**config.mk**
```make
export PLATFORM = sky130hd
export DESIGN_NAME = sapc_control
export DESIGN_NICKNAME = d
export VERILOG_FILES = /design/src/common/sapc_pkg.sv /design/src/verilog/sapc_control.sv
export VERILOG_INCLUDE_DIRS = /design/src /design/src/common
export SDC_FILE = /design/constraint.sdc
export NUM_CORES = 1
export LEC_CHECK = 0
export BUFFER_PORTS_ARGS = -buffer_cell sky130_fd_sc_hd__buf_2
export CORE_UTILIZATION = 39
export DETAILED_ROUTE_END_ITERATION = 12
export GPL_ROUTABILITY_DRIVEN = 0
export SYNTH_ARGS = -nofsm -noshare
export SYNTH_HDL_FRONTEND = slang
export SYNTH_SLANG_ARGS = --single-unit
```
**constraint.sdc**
```tcl
create_clock -name core_clk -period 4.1 [get_ports core_clk]
set_input_delay 0.41 -clock core_clk [delete_from_list [all_inputs] [get_ports core_clk]]
set_output_delay 0.41 -clock core_clk [all_outputs]
set_load 0.05 [all_outputs]
```
**src/common/sapc_map.svh**
```systemverilog
// constants for the converter control block: widths and timing counts
// assumes a 200 MHz core clock; included by bare name
`ifndef SAPC_MAP_SVH
`define SAPC_MAP_SVH

// ****************************************
// clock and timing
// ****************************************
`define SAPC_CLK_PERIOD_PS 5000
`define SAPC_CONV_TYP_PS 2450000
`define SAPC_CONV_MAX_PS 2800000
`define SAPC_NAP_WAKE_PS 200000
// conversion length: typical time rounded down to whole cycles
`define SAPC_CONV_CYCLES (`SAPC_CONV_TYP_PS / `SAPC_CLK_PERIOD_PS)
// nap wake: longest time, rounded down
`define SAPC_NAP_CYCLES (`SAPC_NAP_WAKE_PS / `SAPC_CLK_PERIOD_PS)

// ****************************************
// result layout and reset values
// ****************************************
`define SAPC_RESULT_WIDTH 16
`define SAPC_RESULT_MSB 15
`define SAPC_RESULT_RESET 16'h0000

`endif

```
**src/common/sapc_pkg.sv**
```systemverilog
// types for the converter control block
// assumes nothing beyond the map header
package sapc_pkg;

  // ****************************************
  // converter sequencing states
  // ****************************************
  typedef enum logic [1:0] {
    SAPC_IDLE,
    SAPC_CONVERT,
    SAPC_NAP,
    SAPC_SLEEP
  } sapc_state_e;

endpackage

```
**src/verilog/sapc_control.sv**
```systemverilog
// control and parallel output logic of a 16-bit successive approximation converter
// assumes host strobes arrive asynchronously on pins and the comparator decision is a pin input
//
// Summary of operation
// - sixteen-line three-state result bus, top line is the most significant bit
// - busy low for whole conversion, rises when result is valid
// - drive result bus only while read and chip select are both low
// - falling conversion start with chip select low begins a conversion
// - clear the bit search register when a conversion begins
// - ignore further start requests until the running conversion completes
// - resolve bits one per step, most significant first
// - move full search result into the output latches at conversion end
// - every result is a two's complement number
// - conversion timed by the internal clock, no external clock needed
// - conversion lasts typically 2.45 us, never over 2.8 us; the default counts give 16 steps of 30 cycles, 2.4 us
// - acquisition plus conversion fit within three microseconds per sample
// - power down low gives shutdown: nap if chip select low, else sleep
// - nap keeps logic powered; ready again within 200 ns of release
// - read and chip select held low keep the bus driven continuously
// - chip select alone low keeps bus floating until read pulses
// - slow memory: joint strobe starts and shows previous, new at busy rise
// - ROM style: joint strobe reads previous result and starts next
`include "sapc_map.svh"
`timescale 1ns/1ps
`default_nettype none

module sapc_control
  import sapc_pkg::*;
#(
  parameter int RESULT_WIDTH = `SAPC_RESULT_WIDTH,
  parameter int CONV_CYCLES = `SAPC_CONV_CYCLES,
  parameter int NAP_CYCLES = `SAPC_NAP_CYCLES
) (
  input wire logic core_clk,
  input wire logic reset,
  input wire logic chipSelectN,
  input wire logic readStrobeN,
  input wire logic conversionStartN,
  input wire logic powerDownN,
  input wire logic compareHigh,
  output logic busyN,
  output logic [RESULT_WIDTH-1:0] resultBusOut,
  output logic resultBusOe,
  output logic [RESULT_WIDTH-1:0] trialBits,
  output logic napActive,
  output logic sleepActive,
  output logic resultValid,
  input wire logic resultReady
);

  localparam int STEP_CYCLES = CONV_CYCLES / RESULT_WIDTH;
  localparam int STEP_W = $clog2(STEP_CYCLES + 1);
  localparam int BIT_W = $clog2(RESULT_WIDTH);
  localparam int NAP_W = $clog2(NAP_CYCLES + 1);

  // ****************************************
  // pin synchronisers
  // ****************************************
  logic [2:0] csSync_ff;
  logic [2:0] rdSync_ff;
  logic [2:0] cvSync_ff;
  logic [2:0] pdSync_ff;
  logic [2:0] cmpSync_ff;
  logic csN_ff;
  logic rdN_ff;
  logic cvN_ff;
  logic pdN_ff;
  logic cmp_ff;

  // three stages per pin; second and third must agree before a change counts
  always_ff @(posedge core_clk or posedge reset) begin
    if (reset) begin
      csSync_ff <= 3'h7;
      rdSync_ff <= 3'h7;
      cvSync_ff <= 3'h7;
      pdSync_ff <= 3'h7;
      cmpSync_ff <= 3'h0;
    end else begin
      csSync_ff <= {csSync_ff[1:0], chipSelectN};
      rdSync_ff <= {rdSync_ff[1:0], readStrobeN};
      cvSync_ff <= {cvSync_ff[1:0], conversionStartN};
      pdSync_ff <= {pdSync_ff[1:0], powerDownN};
      cmpSync_ff <= {cmpSync_ff[1:0], compareHigh};
    end
  end

  // filtered levels
  always_ff @(posedge core_clk or posedge reset) begin
    if (reset) begin
      csN_ff <= 1'h1;
      rdN_ff <= 1'h1;
      cvN_ff <= 1'h1;
      pdN_ff <= 1'h1;
      cmp_ff <= 1'h0;
    end else begin
      if (csSync_ff[1] == csSync_ff[2]) csN_ff <= csSync_ff[2];
      if (rdSync_ff[1] == rdSync_ff[2]) rdN_ff <= rdSync_ff[2];
      if (cvSync_ff[1] == cvSync_ff[2]) cvN_ff <= cvSync_ff[2];
      if (pdSync_ff[1] == pdSync_ff[2]) pdN_ff <= pdSync_ff[2];
      if (cmpSync_ff[1] == cmpSync_ff[2]) cmp_ff <= cmpSync_ff[2];
    end
  end

  // ****************************************
  // start detection
  // ****************************************
  logic cvPrev_ff;
  logic startFall;

  always_ff @(posedge core_clk or posedge reset) begin
    if (reset) begin
      cvPrev_ff <= 1'h1;
    end else begin
      cvPrev_ff <= cvN_ff;
    end
  end

  // falling start edge while selected
  assign startFall = cvPrev_ff & ~cvN_ff & ~csN_ff;

  // ****************************************
  // sequencer
  // ****************************************
  sapc_state_e state_ff;
  logic [STEP_W-1:0] stepCnt_ff;
  logic [BIT_W-1:0] bitIdx_ff;
  logic [NAP_W-1:0] wakeCnt_ff;
  logic [RESULT_WIDTH-1:0] search_ff;
  logic stepDone;
  logic lastBit;
  logic convDone;
  logic awake;

  assign stepDone = (stepCnt_ff == STEP_W'(STEP_CYCLES - 1));
  assign lastBit = (bitIdx_ff == '0);
  assign convDone = (state_ff == SAPC_CONVERT) & stepDone & lastBit;
  assign awake = (wakeCnt_ff == '0);

  // state: shutdown has priority, start taken only in idle once awake
  always_ff @(posedge core_clk or posedge reset) begin
    if (reset) begin
      state_ff <= SAPC_IDLE;
    end else begin
      case (state_ff)
        SAPC_IDLE: begin
          if (!pdN_ff) begin
            state_ff <= csN_ff ? SAPC_SLEEP : SAPC_NAP;
          end else if (startFall && awake) begin
            state_ff <= SAPC_CONVERT;
          end
        end
        SAPC_CONVERT: begin
          // further starts are not looked at here
          if (convDone) state_ff <= SAPC_IDLE;
        end
        SAPC_NAP, SAPC_SLEEP: begin
          if (pdN_ff) state_ff <= SAPC_IDLE;
        end
        default: state_ff <= SAPC_IDLE;
      endcase
    end
  end

  // wake delay after nap release
  always_ff @(posedge core_clk or posedge reset) begin
    if (reset) begin
      wakeCnt_ff <= '0;
    end else if (state_ff == SAPC_NAP || state_ff == SAPC_SLEEP) begin
      wakeCnt_ff <= NAP_W'(NAP_CYCLES);
    end else if (!awake) begin
      wakeCnt_ff <= wakeCnt_ff - 1'b1;
    end
  end

  // step timer from the internal clock
  always_ff @(posedge core_clk or posedge reset) begin
    if (reset) begin
      stepCnt_ff <= '0;
    end else if (state_ff != SAPC_CONVERT || stepDone) begin
      stepCnt_ff <= '0;
    end else begin
      stepCnt_ff <= stepCnt_ff + 1'b1;
    end
  end

  // bit index walks from msb down
  always_ff @(posedge core_clk or posedge reset) begin
    if (reset) begin
      bitIdx_ff <= BIT_W'(RESULT_WIDTH - 1);
    end else if (state_ff != SAPC_CONVERT) begin
      bitIdx_ff <= BIT_W'(RESULT_WIDTH - 1);
    end else if (stepDone && !lastBit) begin
      bitIdx_ff <= bitIdx_ff - 1'b1;
    end
  end

  // search register: cleared at start, trial bit kept or dropped each step
  always_ff @(posedge core_clk or posedge reset) begin
    if (reset) begin
      search_ff <= '0;
    end else if (state_ff == SAPC_IDLE && startFall && awake && pdN_ff) begin
      search_ff <= '0;
    end else if (state_ff == SAPC_CONVERT && stepDone) begin
      search_ff[bitIdx_ff] <= cmp_ff;
    end
  end

  // trial word to the dac: decided bits plus the bit under test
  always_ff @(posedge core_clk or posedge reset) begin
    if (reset) begin
      trialBits <= '0;
    end else if (state_ff == SAPC_CONVERT) begin
      trialBits <= search_ff | (RESULT_WIDTH'(1) << bitIdx_ff);
    end else begin
      trialBits <= search_ff;
    end
  end

  // ****************************************
  // output latches and busy
  // ****************************************
  logic [RESULT_WIDTH-1:0] latch_ff;
  logic [RESULT_WIDTH-1:0] finalWord;
  logic convDoneDly_ff;

  // two's complement word, sign in the top bit
  always_comb begin
    finalWord = search_ff;
    finalWord[0] = cmp_ff;
  end

  always_ff @(posedge core_clk or posedge reset) begin
    if (reset) begin
      latch_ff <= `SAPC_RESULT_RESET;
    end else if (convDone) begin
      latch_ff <= finalWord;
    end
  end

  always_ff @(posedge core_clk or posedge reset) begin
    if (reset) begin
      convDoneDly_ff <= 1'h0;
    end else begin
      convDoneDly_ff <= convDone;
    end
  end

  // busy low while converting; rises on the same edge that the latches load
  always_ff @(posedge core_clk or posedge reset) begin
    if (reset) begin
      busyN <= 1'h1;
    end else if (state_ff == SAPC_CONVERT && !convDone) begin
      busyN <= 1'h0;
    end else if (state_ff == SAPC_IDLE && startFall && awake && pdN_ff) begin
      busyN <= 1'h0;
    end else begin
      busyN <= 1'h1;
    end
  end

  // bus drive: enable follows read and select, result word follows the latches
  always_ff @(posedge core_clk or posedge reset) begin
    if (reset) begin
      resultBusOut <= '0;
      resultBusOe <= 1'h0;
    end else begin
      // new word shows on the same edge that busy rises, not one cycle later
      resultBusOut <= convDone ? finalWord : latch_ff;
      resultBusOe <= ~rdN_ff & ~csN_ff;
    end
  end

  always_ff @(posedge core_clk or posedge reset) begin
    if (reset) begin
      napActive <= 1'h0;
      sleepActive <= 1'h0;
    end else begin
      napActive <= (state_ff == SAPC_NAP);
      sleepActive <= (state_ff == SAPC_SLEEP);
    end
  end

  // ****************************************
  // two-entry result buffer
  // ****************************************
  logic [RESULT_WIDTH-1:0] buf_ff [2];
  logic [1:0] bufCnt_ff;
  logic bufRd_ff;
  logic bufWr_ff;
  logic push;
  logic pop;

  // a full buffer keeps the oldest words: the newest word is refused and dropped
  assign push = convDoneDly_ff && (bufCnt_ff != 2'h2);
  assign pop = resultValid && resultReady;

  always_ff @(posedge core_clk) begin
    if (push) buf_ff[bufWr_ff] <= latch_ff;
  end

  always_ff @(posedge core_clk or posedge reset) begin
    if (reset) begin
      bufCnt_ff <= 2'h0;
      bufRd_ff <= 1'h0;
      bufWr_ff <= 1'h0;
    end else begin
      if (push) bufWr_ff <= ~bufWr_ff;
      if (pop) bufRd_ff <= ~bufRd_ff;
      bufCnt_ff <= bufCnt_ff + {1'b0, push} - {1'b0, pop};
    end
  end

  // combinational read of the buffer head; head drives no output
  logic [RESULT_WIDTH-1:0] head;
  assign head = buf_ff[bufRd_ff];

  always_ff @(posedge core_clk or posedge reset) begin
    if (reset) begin
      resultValid <= 1'h0;
    end else begin
      resultValid <= (bufCnt_ff + {1'b0, push} - {1'b0, pop}) != 2'h0;
    end
  end

endmodule

`default_nettype wire

```
* Word level (Yosys, flattened, before mapping)
Cells that the tools add are included.
** Operators by class
- $add $sub $neg :: 5
- Magnitude comparators :: 2
- Equal/unequal tests :: 15
- Shift operators :: 1
- Multiplexer cells :: 20
- Bitwise gates (word level) :: 9
- Reduce and logical (&&, ||, !) cells :: 22
** Operators with widths (number)
- 2-to-1 mux 16 bit :: 4
- bitwise mux 16 bit :: 1
- bitwise OR 16 bit :: 1
- left shift 1 x 4 -> 16 bit (first input constant) :: 1
- 2-to-1 mux 6 bit :: 2
- logical AND 1 bit :: 10
- 2-to-1 mux 2 bit :: 4
- 2-to-1 mux 4 bit :: 2
- zero test 6 bit :: 1
- inequality test 2 bit (second input constant) :: 3
- case mux 2 bit (3 select lines) :: 1
- nonzero test 2 bit :: 3
- subtractor 6 x 1 -> 6 bit (second input constant) :: 1
- adder 5 x 1 -> 5 bit (second input constant) :: 1
- AND 1 bit :: 5
- equality test 1 bit :: 5
- equality test 5 bit (second input constant) :: 1
- < comparator 4 x 5 -> 1 bit (second input constant) :: 1
- 2-to-1 mux 5 bit :: 1
- demux 1 bit (select 4 bit) :: 1
- equality test 2 bit (second input constant) :: 2
- greater-or-equal comparator 4 x 1 -> 1 bit (second input constant) :: 1
- zero test 4 bit :: 1
- 2-to-1 mux 1 bit :: 4
- 12 further kinds :: 17
** Storage, ports and cells
- Register bits after elaboration :: 94
- Logic and storage cells :: 99

* Logic depth before layout (Yosys ltp)
Gate-level depths: netlist of run 1.
- Depth in word-level cells :: 8
- Depth in mapped cells :: 8
- Mapped depth without buffers :: 8

* Worst setup path after synthesis of run 1
Ideal clock, no wire load.
- Kind :: flip-flop to flip-flop
- Start point :: register resultValid
- End point :: register resultValid
- Arrival time :: 1762 ps
- Setup slack :: 2211 ps
- Cell stages (with the launch flop) :: 8
- Period minus slack after synthesis :: 1889 ps
- Cell sequence :: dfrtp_1 and2_1 ha_1 inv_1 ha_1 xnor2_1 xnor2_1 or2_2
** On the way
- Cells in the longest elaborated chain, start to end :: 3
** Ends and longest elaborated chain
- from (decl) :: RTL line sapc_control.sv:47 : output logic resultValid,
- from (signal assigned) :: RTL line sapc_control.sv:319 : resultValid <= 1'h0;
- from (signal assigned) :: RTL line sapc_control.sv:321 : resultValid <= (bufCnt_ff + {1'b0, push} - {1'b0, pop}) != 2'h0;
- logical AND 1 bit :: RTL line sapc_control.sv:295 : assign pop = resultValid && resultReady;
- subtractor 2 x 1 -> 2 bit :: RTL line sapc_control.sv:321
- nonzero test 2 bit :: RTL line sapc_control.sv:321
No other way between the ends.
A chain may end at the register's enable or synchronous reset.

* Final worst setup path of run 1
- Start point :: register stepCnt_ff[1]
- End point :: register resultBusOut[15]
** On the way
- Cells in the longest elaborated chain, start to end :: 3
** Ends and longest elaborated chain
- from (decl) :: RTL line sapc_control.sv:125 : logic [STEP_W-1:0] stepCnt_ff;
- from (signal assigned) :: RTL line sapc_control.sv:182 : stepCnt_ff <= stepCnt_ff + 1'b1;
- equality test 5 bit :: RTL line sapc_control.sv:134 : assign stepDone = (stepCnt_ff == STEP_W'(STEP_CYCLES - 1));
- AND 1 bit (2 in a row) :: RTL line sapc_control.sv:136 : assign convDone = (state_ff == SAPC_CONVERT) & stepDone & lastBit;
- to (signal assigned) :: RTL line sapc_control.sv:268 : resultBusOut <= convDone ? finalWord : latch_ff;
- to (decl) :: RTL line sapc_control.sv:42 : output logic [RESULT_WIDTH-1:0] resultBusOut,
No other way between the ends.

==> results of run 1 <==
## worst max path at each step
stage / start / end / slack, ns / cells after the start
2_1_floorplan: reset / bufCnt_ff[0]$_DFF_PP0_ / 1.28 / 1
3_5_place_dp: stepCnt_ff[1]$_DFF_PP0_ / resultBusOut[15]$_DFFE_PP0P_ / 1.80 / 5
3_3_place_gp: stepCnt_ff[1]$_DFF_PP0_ / resultBusOut[6]$_DFFE_PP0P_ / 1.88 / 5
6_report: stepCnt_ff[1]$_DFF_PP0_ / resultBusOut[15]$_DFFE_PP0P_ / 1.79 / 5
4_1_cts: stepCnt_ff[1]$_DFF_PP0_ / resultBusOut[15]$_DFFE_PP0P_ / 1.79 / 5
5_1_grt: stepCnt_ff[1]$_DFF_PP0_ / resultBusOut[4]$_DFFE_PP0P_ / 1.63 / 5
## layout by cell type (no fill, tap or decap), types with 8 or more instances in the layout
master and n:
a21o_1 16, buf_2 44, clkbuf_8 9, dfrtp_1 72, dfstp_2 22, ha_1 10, inv_1 12, mux2_2 8
mux2i_1 16, nand4_1 17, nor2_1 12, o41ai_2 13
## metal layers
metal / wire length (um) / share of wire / vias up
met5: 0 / 0 / -
met4: 63 / 0.0086 / 0
met3: 217 / 0.030 / 6
met2: 3490 / 0.48 / 32
met1: 3530 / 0.48 / 1235
li1: - / - / 1168
## worst register-to-register path: stages (launching register included)
cell,delay [ns]
dfrtp_1,0.41
inv_1,0.06
ha_1,0.14
and4_1,0.72
nand3_4,0.44
mux2_1,0.44
## state kept, by name, indices dropped and copies added (netlist names), 4 cells and up
| name | flops |
|---|---|
| bitIdx_ff | 4 |
| resultBusOut | 16 |
| search_ff | 16 |
| stepCnt_ff | 5 |
| trialBits | 16 |
| wakeCnt_ff | 6 |
## power by group through the flow
stage | Clock (mW) | Sequential (mW) | Combinational (mW)
after global routing | 0.636 | 1.16 | 0.633
after floorplan | 0 | 1.19 | 0.455
final | 0.579 | 1.14 | 0.559
after CTS | 0.598 | 1.14 | 0.567
after detailed placement | 0 | 1.16 | 0.561
after global placement | 0 | 1.15 | 0.552
## cell type report
cell class,instances,area (um2)
fill,916,5460
sequential,94,2380
multi-input combinational,174,1480
timing repair buffer,46,235
tap,133,166
clock buffer,10,128
clock inverter,6,52.6
inverter,13,50.0
## metrics by stage
step           std cells  setup WS, ns  instance area [um2]
2_1_floorplan        304          1.28                 4070
6_report             476          1.79                 4490
3_3_place_gp         460          1.88                 4310
4_1_cts              476          1.79                 4490
3_5_place_dp         460          1.80                 4310
5_1_grt              476          1.63                 4490
## logic make-up after synthesis
kind of cell,after synthesis,share of synthesized area
compound gates,54,0.123
xor+xnor,5,0.0108
fa+ha+maj,15,0.0431
buf+inv,36,0.0510
flops,94,0.585
mux,31,0.0809
simple gates,69,0.106
==> out/metrics.yaml, run 1 <==
status:
  status: "completed"
logic_synthesis:
  ys_warn_count: 0
  synth_common_cells: "72 x dfrtp_1, 22 x dfstp_2, 17 x nand4_1, 16 x a21o_1, 16 x mux2i_1"
  mappedNetlistNets: 322
  post_synth.cell_area_avg_um2: 13.4
  yosys.area.top_type: "dfrtp_1"
  seq_area_frac_synth: 0.585
  synth_top_area_frac: 0.443
  postSynth.asyncResetShare: 1.00
  netlist_instances: 304
  ys_ff_latch: 94
  synth_area_leaders: "dfrtp_1 44%, dfstp_2 14%, o41ai_2 5.2%, mux2i_1 3.9%, ha_1 3.1%"
  synth_ff_type: "dfrtp_1"
  synth_most_common_cell: "dfrtp_1"
  ys_types: 48
  synth_edf_count: 0
  syn_area_mm2: 0.00407
sta:
  rsz0062_at_grt: "false"
  finalSetupViolCount: 0
  relSlewSlack: 0.222
  worst_slew_pin_slew_ns: 1.17
  period_minus_slack_ns: 2.31
  setup-tns-final_ns: 0
  hold_viol_final: 0
  hold_slack_ns: 0.138
  max_freq_mhz: 432
  finalCritPeriodShare: 0.564
  slew_viol_final: 0
  finClkSkew_ns: 0.00852
clocking:
  numCtsBuffers: 9
  cts_setup_buffers: 0
  cts_root_buf: "clkbuf_8"
  cts_tree: "done"
  clock_path_buffers: 2
  cts_resized: 0
  ctsHoldBuffers: 0
  htreeDepth: 3
  clk_pin_slew_ns: 0.10
  clk_latency_ns: 0.36
  cts.sinks: 94
pwr:
  comb_power_share: 0.245
  p_leak_nw: 2.31
  peakVddDrop_mv: 0.185
  netSwitchingPower_mw: 0.816
  power.total_mw: 2.28
  switching_share: 0.358
  seq_power_share: 0.500
  p_per_area_mw_per_mm2: 507
  internal-power_mw: 1.46
  pwr-share-clk: 0.254
min_path:
  hold_start: "powerDownN"
  hold_path.class: "in2reg"
  hold_end: "pdSync_ff[0]$_DFF_PP1_"
  holdPathStages: 1
drt:
  post_drt_via_cell_ratio: 5.13
  wl_per_cell_um: 15.3
  route.final.wire_length_mm: 7.30
  vias: 2441
  drt_first_iter_violations: 138
  drtPass1Iterations: 4
  ant_nets: 0
  drcViolationCount: 0
place:
  port_buffers: 44
  hpwl_mm: 4.55
setup_path:
  critical_path.top_delay_family: "simple AND/OR/NAND/NOR gates"
  crit_arrival_ns: 2.56
  max_stage_delay_ns: 0.72
  crit_buf_inv: 1
  rr_worst_depth: 5
  critPathMaxFanout: 22
  cp.required_ns: 4.34
  cp_cell_sequence: "inv_1 > ha_1 > and4_1 > nand3_4 > mux2_1"
  slowest_stage: "and4_1"
  rr_startpoint: "stepCnt_ff[1]$_DFF_PP0_"
  rrSetupSlack_ns: 1.79
  path_class: "reg2reg"
  startpoint_type: "flop"
  r2r-end: "resultBusOut[15]$_DFFE_PP0P_"
  end_kind: "flop"
die:
  die_h_um: 104
  dieArea_mm2: 0.0108
  fp-row-count: 36
  core_area_mm2: 0.00995
  initial_core_util: 0.409
  fp.dieW_um: 104
  ios: 45
layout:
  final_core_util: 0.451
  nets: 356
  area_growth_pct: 10.4
  diodes: 0
  drive_above_1_share: 0.327
grt:
  grt_pass1_vias: 2475
  grt_use_met1: 0.205
  grt_use_total: 0.147
  grt_busiest_layer: "met2"
  grt_antenna_before_repair: 0
  grt_overflow: 0
  use_met2: 0.228
  use_met3: 0.0345
  grt_pass1_wl_mm: 12.6
  grt_max_degree: 66
flow_run:
  max_cap_viol_count: 0
Power figures use the tool's default switching activity.
==> inputs of run 2 (changes only) <==
==> constraint.sdc (replaced) <==
create_clock -name core_clk -period 2.08 [get_ports core_clk]
set_input_delay 0.208 -clock core_clk [delete_from_list [all_inputs] [get_ports core_clk]]
set_output_delay 0.208 -clock core_clk [all_outputs]
set_load 0.05 [all_outputs]
==> out/metrics.yaml, run 2 (same netlist as run 1, synthesis figures left out) <==
drt:
  vias: 2480  # was 2441
  drt_first_iter_violations: 70  # was 138
  route.final.wire_length_mm: 7.61  # was 7.30 mm
  wl_per_cell_um: 15.5  # was 15.3 um
  ant_nets: 0  # unchanged
  drtPass1Iterations: 4  # unchanged
  drcViolationCount: 0  # unchanged
  post_drt_via_cell_ratio: 5.06  # was 5.13
layout:
  finish.instance_area_mm2: 0.00466  # was 0.00449 mm2
  area_growth_pct: 14.6  # was 10.4%
  nets: 370  # was 356
  final_core_util: 0.469  # was 0.451
  mostFrequentLayoutCell: "dfrtp_1"  # unchanged
  mostFrequentLayoutCells: "72 x dfrtp_1, 44 x buf_2, 22 x dfstp_2"  # unchanged
  drive_above_1_share: 0.339  # was 0.327
  reg.largest.list: "resultBusOut x16, search_ff x16, trialBits x16"  # unchanged
  diodes: 0  # unchanged
sta:
  hold_viol_final: 0  # unchanged
  worst_slew_pin_slew_ns: 0.525  # was 1.17 ns
  max_freq_mhz: 516  # was 432 MHz
  finalSetupViolCount: 0  # unchanged
  relSlewSlack: 0.647  # was 0.222
  setup-tns-final_ns: 0  # unchanged
  finClkSkew_ns: 0.0152  # was 0.00852 ns
  period_minus_slack_ns: 1.94  # was 2.31 ns
  rsz0062_at_grt: "false"  # unchanged
  setup_slack_ns: 0.140  # was 1.79 ns
  finalCritPeriodShare: 0.933  # was 0.564
  slew_viol_final: 0  # unchanged
die:
  fp.dieW_um: 104  # unchanged
  dieArea_mm2: 0.0108  # unchanged
  fp-row-count: 36  # unchanged
  initial_core_util: 0.409  # unchanged
  die_h_um: 104  # unchanged
  core_area_mm2: 0.00995  # unchanged
  ios: 45  # unchanged
flow_run:
  max_cap_viol_count: 0  # unchanged
clocking:
  clock_path_buffers: 2  # unchanged
  cts.sinks: 94  # unchanged
  numCtsBuffers: 9  # unchanged
  htreeDepth: 3  # unchanged
  clk_latency_ns: 0.38  # was 0.36 ns
  cts_setup_buffers: 0  # unchanged
  cts_tree: "done"  # unchanged
  clk_pin_slew_ns: 0.09  # was 0.10 ns
  cts_root_buf: "clkbuf_8"  # unchanged
grt:
  grt_pass1_vias: 2407  # was 2475
  grt_overflow: 0  # unchanged
  grt_antenna_before_repair: 0  # unchanged
  grt_pass1_wl_mm: 12.8  # was 12.6 mm
  grt_use_total: 0.151  # was 0.147
  grt_max_degree: 95  # was 66
pwr:
  peakVddDrop_mv: 0.381  # was 0.185 mV
  p_per_area_mw_per_mm2: 1010  # was 507 mW/mm2
  p_leak_nw: 2.40  # was 2.31 nW
setup_path:
  path_class: "reg2reg"  # unchanged
  rrSetupSlack_ns: 0.14  # was 1.79 ns
  end_kind: "flop"  # unchanged
  startpoint_type: "flop"  # unchanged
  crit_arrival_ns: 2.20  # was 2.56 ns
  critPathMaxFanout: 18  # was 22
  cp.required_ns: 2.34  # was 4.34 ns
place:
  placed_cell_area_mm2: 0.00439  # was 0.00431 mm2
  port_buffers: 44  # unchanged
  dpl_worst_slack_ns: 0.146  # was 1.80 ns
  hpwl_mm: 4.66  # was 4.55 mm
status:
  status: "completed"  # unchanged
min_path:
  hold_path.class: "reg2reg"  # was in2reg
==> run 2: routing by layer <==
| layer | track usage | part of all wire | vias to the layer above | routed length, um |
|---|---|---|---|---|
| met5 | 0 | 0 | - | 0 |
| met4 | 0.0571 | 0.017 | 0 | 131 |
| met3 | 0.0426 | 0.035 | 13 | 266 |
| met2 | 0.229 | 0.46 | 45 | 3540 |
| met1 | 0.207 | 0.48 | 1240 | 3680 |
| li1 | - | - | 1182 | - |
==> run 2: area by class of cell <==
type	count	area [um2]
Inverter	13	52.6
Multi-Input combinational cell	174	1480
Sequential cell	94	2380
Clock inverter	6	67.6
Clock buffer	10	149
Fill cell	926	5290
Timing Repair Buffer	60	368
Tap cell	133	166
==> run 2: repair_timing <==
| action | 4_1_cts | 5_1_grt |
|---|---|---|
| resized for setup | 0 | 0 |
| endpoints found under the hold margin | 77 | 0 |
| hold buffers | 6 | 0 |
==> run 2: metrics by stage <==
step / std cells / power (mW) / hold WS (ns)
3_3_place_gp: 468 / 3.43 / 0.313
4_1_cts: 490 / 4.78 / 0.359
6_report: 490 / 4.72 / 0.356
5_1_grt: 490 / 5.01 / 0.369
3_5_place_dp: 468 / 3.48 / 0.314
2_1_floorplan: 304 / 3.24 / 0.212
==> run 2: critical path, stage by stage (launching register included) <==
cell and delay, ns:
dfstp_2 0.40, inv_1 0.12, ha_1 0.26, nor3b_4 0.35, nand3_4 0.31, mux2_1 0.40
==> run 2: final timing paths <==
path                                     startpoint                      endpoint  depth (start not counted)
min in group asynchronous                     reset        bufCnt_ff[0]$_DFF_PP0_                          4
max reg2reg                bitIdx_ff[0]$_DFFE_PP1P_  resultBusOut[15]$_DFFE_PP0P_                          5
max                        bitIdx_ff[0]$_DFFE_PP1P_  resultBusOut[15]$_DFFE_PP0P_                          5
min reg2reg                 cmpSync_ff[0]$_DFF_PP0_       cmpSync_ff[1]$_DFF_PP0_                          0
min                         cmpSync_ff[0]$_DFF_PP0_       cmpSync_ff[1]$_DFF_PP0_                          0
max in group asynchronous                     reset      bitIdx_ff[0]$_DFFE_PP1P_                          4
==> run 2: power by group <==
part | internal [mW] | leakage [nW] | total (mW) | switching, mW
clock network | 0.551 | 0.111 | 1.28 | 0.728
registers | 2.07 | 1.19 | 2.24 | 0.173
logic | 0.413 | 1.10 | 1.20 | 0.787
total | 3.03 | 2.40 | 4.72 | 1.69
==> inputs of run 3 (changes only) <==
--- a/config.mk
+++ b/config.mk
@@ -6,9 +6,9 @@
 export SDC_FILE = /design/constraint.sdc
 export NUM_CORES = 1
 export LEC_CHECK = 0
-export BUFFER_PORTS_ARGS = -buffer_cell sky130_fd_sc_hd__buf_2
 export CORE_UTILIZATION = 39
 export DETAILED_ROUTE_END_ITERATION = 12
+export DONT_BUFFER_PORTS = 1
 export GPL_ROUTABILITY_DRIVEN = 0
 export SYNTH_ARGS = -nofsm -noshare
 export SYNTH_HDL_FRONTEND = slang
==> out/metrics.yaml, run 3 (same netlist as run 1, synthesis figures left out) <==
sta:
  slew_viol_final: 0  # unchanged
  setup-tns-final_ns: 0  # unchanged
  relSlewSlack: 0.640  # was 0.647
  hold_viol_final: 0  # unchanged
  rsz0062_at_grt: "false"  # unchanged
  worst_slew_pin_slew_ns: 0.541  # was 0.525 ns
  period_minus_slack_ns: 1.89  # was 1.94 ns
  finalSetupViolCount: 0  # unchanged
  finClkSkew_ns: 0.0195  # was 0.0152 ns
  max_freq_mhz: 529  # was 516 MHz
  finalCritPeriodShare: 0.909  # was 0.933
  setup_slack_ns: 0.189  # was 0.140 ns
pwr:
  p_leak_nw: 2.15  # was 2.40 nW
  peakVddDrop_mv: 0.367  # was 0.381 mV
  p_per_area_mw_per_mm2: 1030  # was 1010 mW/mm2
  power.total_mw: 4.54  # was 4.72 mW
drt:
  vias: 2361  # was 2480
  route.met2.wl_mm: 3.48  # was 3.54 mm
  post_drt_via_cell_ratio: 5.29  # was 5.06
  met3_length_um: 289  # was 266 um
  drcViolationCount: 0  # unchanged
  drtPass1Iterations: 4  # unchanged
  wl_met1_mm: 3.47  # was 3.68 mm
  top_layer_used: "met4"  # unchanged
  drt_first_iter_violations: 113  # was 70
  ant_nets: 0  # unchanged
  route.final.wire_length_mm: 7.33  # was 7.61 mm
  wl_per_cell_um: 16.4  # was 15.5 um
die:
  fp-row-count: 36  # unchanged
  die_h_um: 104  # unchanged
  initial_core_util: 0.409  # unchanged
  dieArea_mm2: 0.0108  # unchanged
  fp.dieW_um: 104  # unchanged
  ios: 45  # unchanged
  core_area_mm2: 0.00995  # unchanged
status:
  status: "completed"  # unchanged
clocking:
  cts_root_buf: "clkbuf_8"  # unchanged
  clk_pin_slew_ns: 0.09  # about the same
  clk_latency_ns: 0.37  # was 0.38 ns
  numCtsBuffers: 9  # unchanged
  cts.sinks: 94  # unchanged
  cts_setup_buffers: 0  # unchanged
  cts_tree: "done"  # unchanged
  htreeDepth: 3  # unchanged
  clock_path_buffers: 2  # unchanged
setup_path:
  crit_end: "resultBusOut[15]$_DFFE_PP0P_"  # unchanged
  cp-startpoint: "bitIdx_ff[0]$_DFFE_PP1P_"  # unchanged
  crit_buf_inv: 1  # unchanged
  crit_arrival_ns: 2.13  # was 2.20 ns
  critical_path.top_delay_family: "simple AND/OR/NAND/NOR gates"  # unchanged
  rr_worst_depth: 5  # unchanged
  max_stage_delay_ns: 0.40  # about the same
  startpoint_type: "flop"  # unchanged
  rrSetupSlack_ns: 0.19  # was 0.14 ns
  rr_startpoint: "bitIdx_ff[0]$_DFFE_PP1P_"  # unchanged
  critPathMaxFanout: 18  # unchanged
  slowest_stage: "dfstp_2"  # unchanged
  cp.required_ns: 2.32  # was 2.34 ns
  end_kind: "flop"  # unchanged
  crit_cells: 5  # unchanged
  r2r-end: "resultBusOut[15]$_DFFE_PP0P_"  # unchanged
  path_class: "reg2reg"  # unchanged
  cp_cell_sequence: "inv_1 > ha_1 > nor3b_4 > nand3_4 > mux2_1"  # unchanged
place:
  hpwl_mm: 4.44  # was 4.66 mm
  port_buffers: 0  # was 44
  dpl_worst_slack_ns: 0.202  # was 0.146 ns
  placed_cell_area_mm2: 0.00417  # was 0.00439 mm2
layout:
  mostFrequentLayoutCell: "dfrtp_1"  # unchanged
  area_growth_pct: 8.61  # was 14.6%
  nets: 326  # was 370
  drive_above_1_share: 0.246  # was 0.339
  final_core_util: 0.444  # was 0.469
  finish.instance_area_mm2: 0.00442  # was 0.00466 mm2
  fillCellCount: 911  # was 926
  reg.largest.list: "resultBusOut x16, search_ff x16, trialBits x16"  # unchanged
  mostFrequentLayoutCells: "72 x dfrtp_1, 22 x dfstp_2, 17 x nand4_1"  # was 72 x dfrtp_1, 44 x buf_2, 22 x dfstp_2
  diodes: 0  # unchanged
flow_run:
  max_cap_viol_count: 0  # unchanged
grt:
  grt_pass1_vias: 2339  # was 2407
  grt_use_total: 0.144  # was 0.151
  grt_overflow: 0  # unchanged
  grt_pass1_wl_mm: 12.3  # was 12.8 mm
  grt_antenna_before_repair: 0  # unchanged
  grt_max_degree: 95  # unchanged
min_path:
  hold_start: "cmpSync_ff[0]$_DFF_PP0_"  # unchanged
  hold_path.class: "reg2reg"  # unchanged
-- run 3: timing repair --
action                                 in CTS  in global routing
endpoints found under the hold margin      77                  0
hold buffers                                6                  0
resized for setup                           0                  0
-- run 3: final cells by class --
class	count	area (um2)	share of cell area
repair buffers	16	148	0.0334
well taps	133	166	0.0377
multi-input cells	174	1480	0.335
flip-flops and latches	94	2380	0.539
clock inverters	6	53.8	0.0122
inverters	13	52.6	0.0119
clock buffers	10	138	0.0311
-- run 3: worst min-delay path by stage --
stage / endpoint / slack, ns / cells after the start
after CTS: pdSync_ff[0]$_DFF_PP1_ / 0.35 / 1
after floorplan: csSync_ff[0]$_DFF_PP1_ / 0.21 / 0
final: cmpSync_ff[1]$_DFF_PP0_ / 0.36 / 0
after detailed placement: rdSync_ff[0]$_DFF_PP1_ / 0.21 / 0
after global placement: cvSync_ff[0]$_DFF_PP1_ / 0.21 / 0
after global routing: csSync_ff[0]$_DFF_PP1_ / 0.35 / 1
-- run 3: per-layer routing --
| layer | vias up | GRT usage |
|---|---|---|
| li1 | 1100 | - |
| met1 | 1201 | 0.191 |
| met2 | 52 | 0.229 |
| met3 | 8 | 0.0345 |
| met4 | 0 | 0.0571 |
| met5 | - | 0 |
-- run 3: power breakdown --
group,internal (mW),switching [mW],total [mW]
logic,0.390,0.659,1.05
clock network,0.486,0.663,1.15
registers,2.07,0.278,2.35
total,2.94,1.60,4.54
-- run 3: metrics by stage --
step           cells  hold WS [ns]
4_1_cts          446         0.349
5_1_grt          446         0.353
2_1_floorplan    304         0.212
3_3_place_gp     424         0.213
3_5_place_dp     424         0.213
6_report         446         0.357
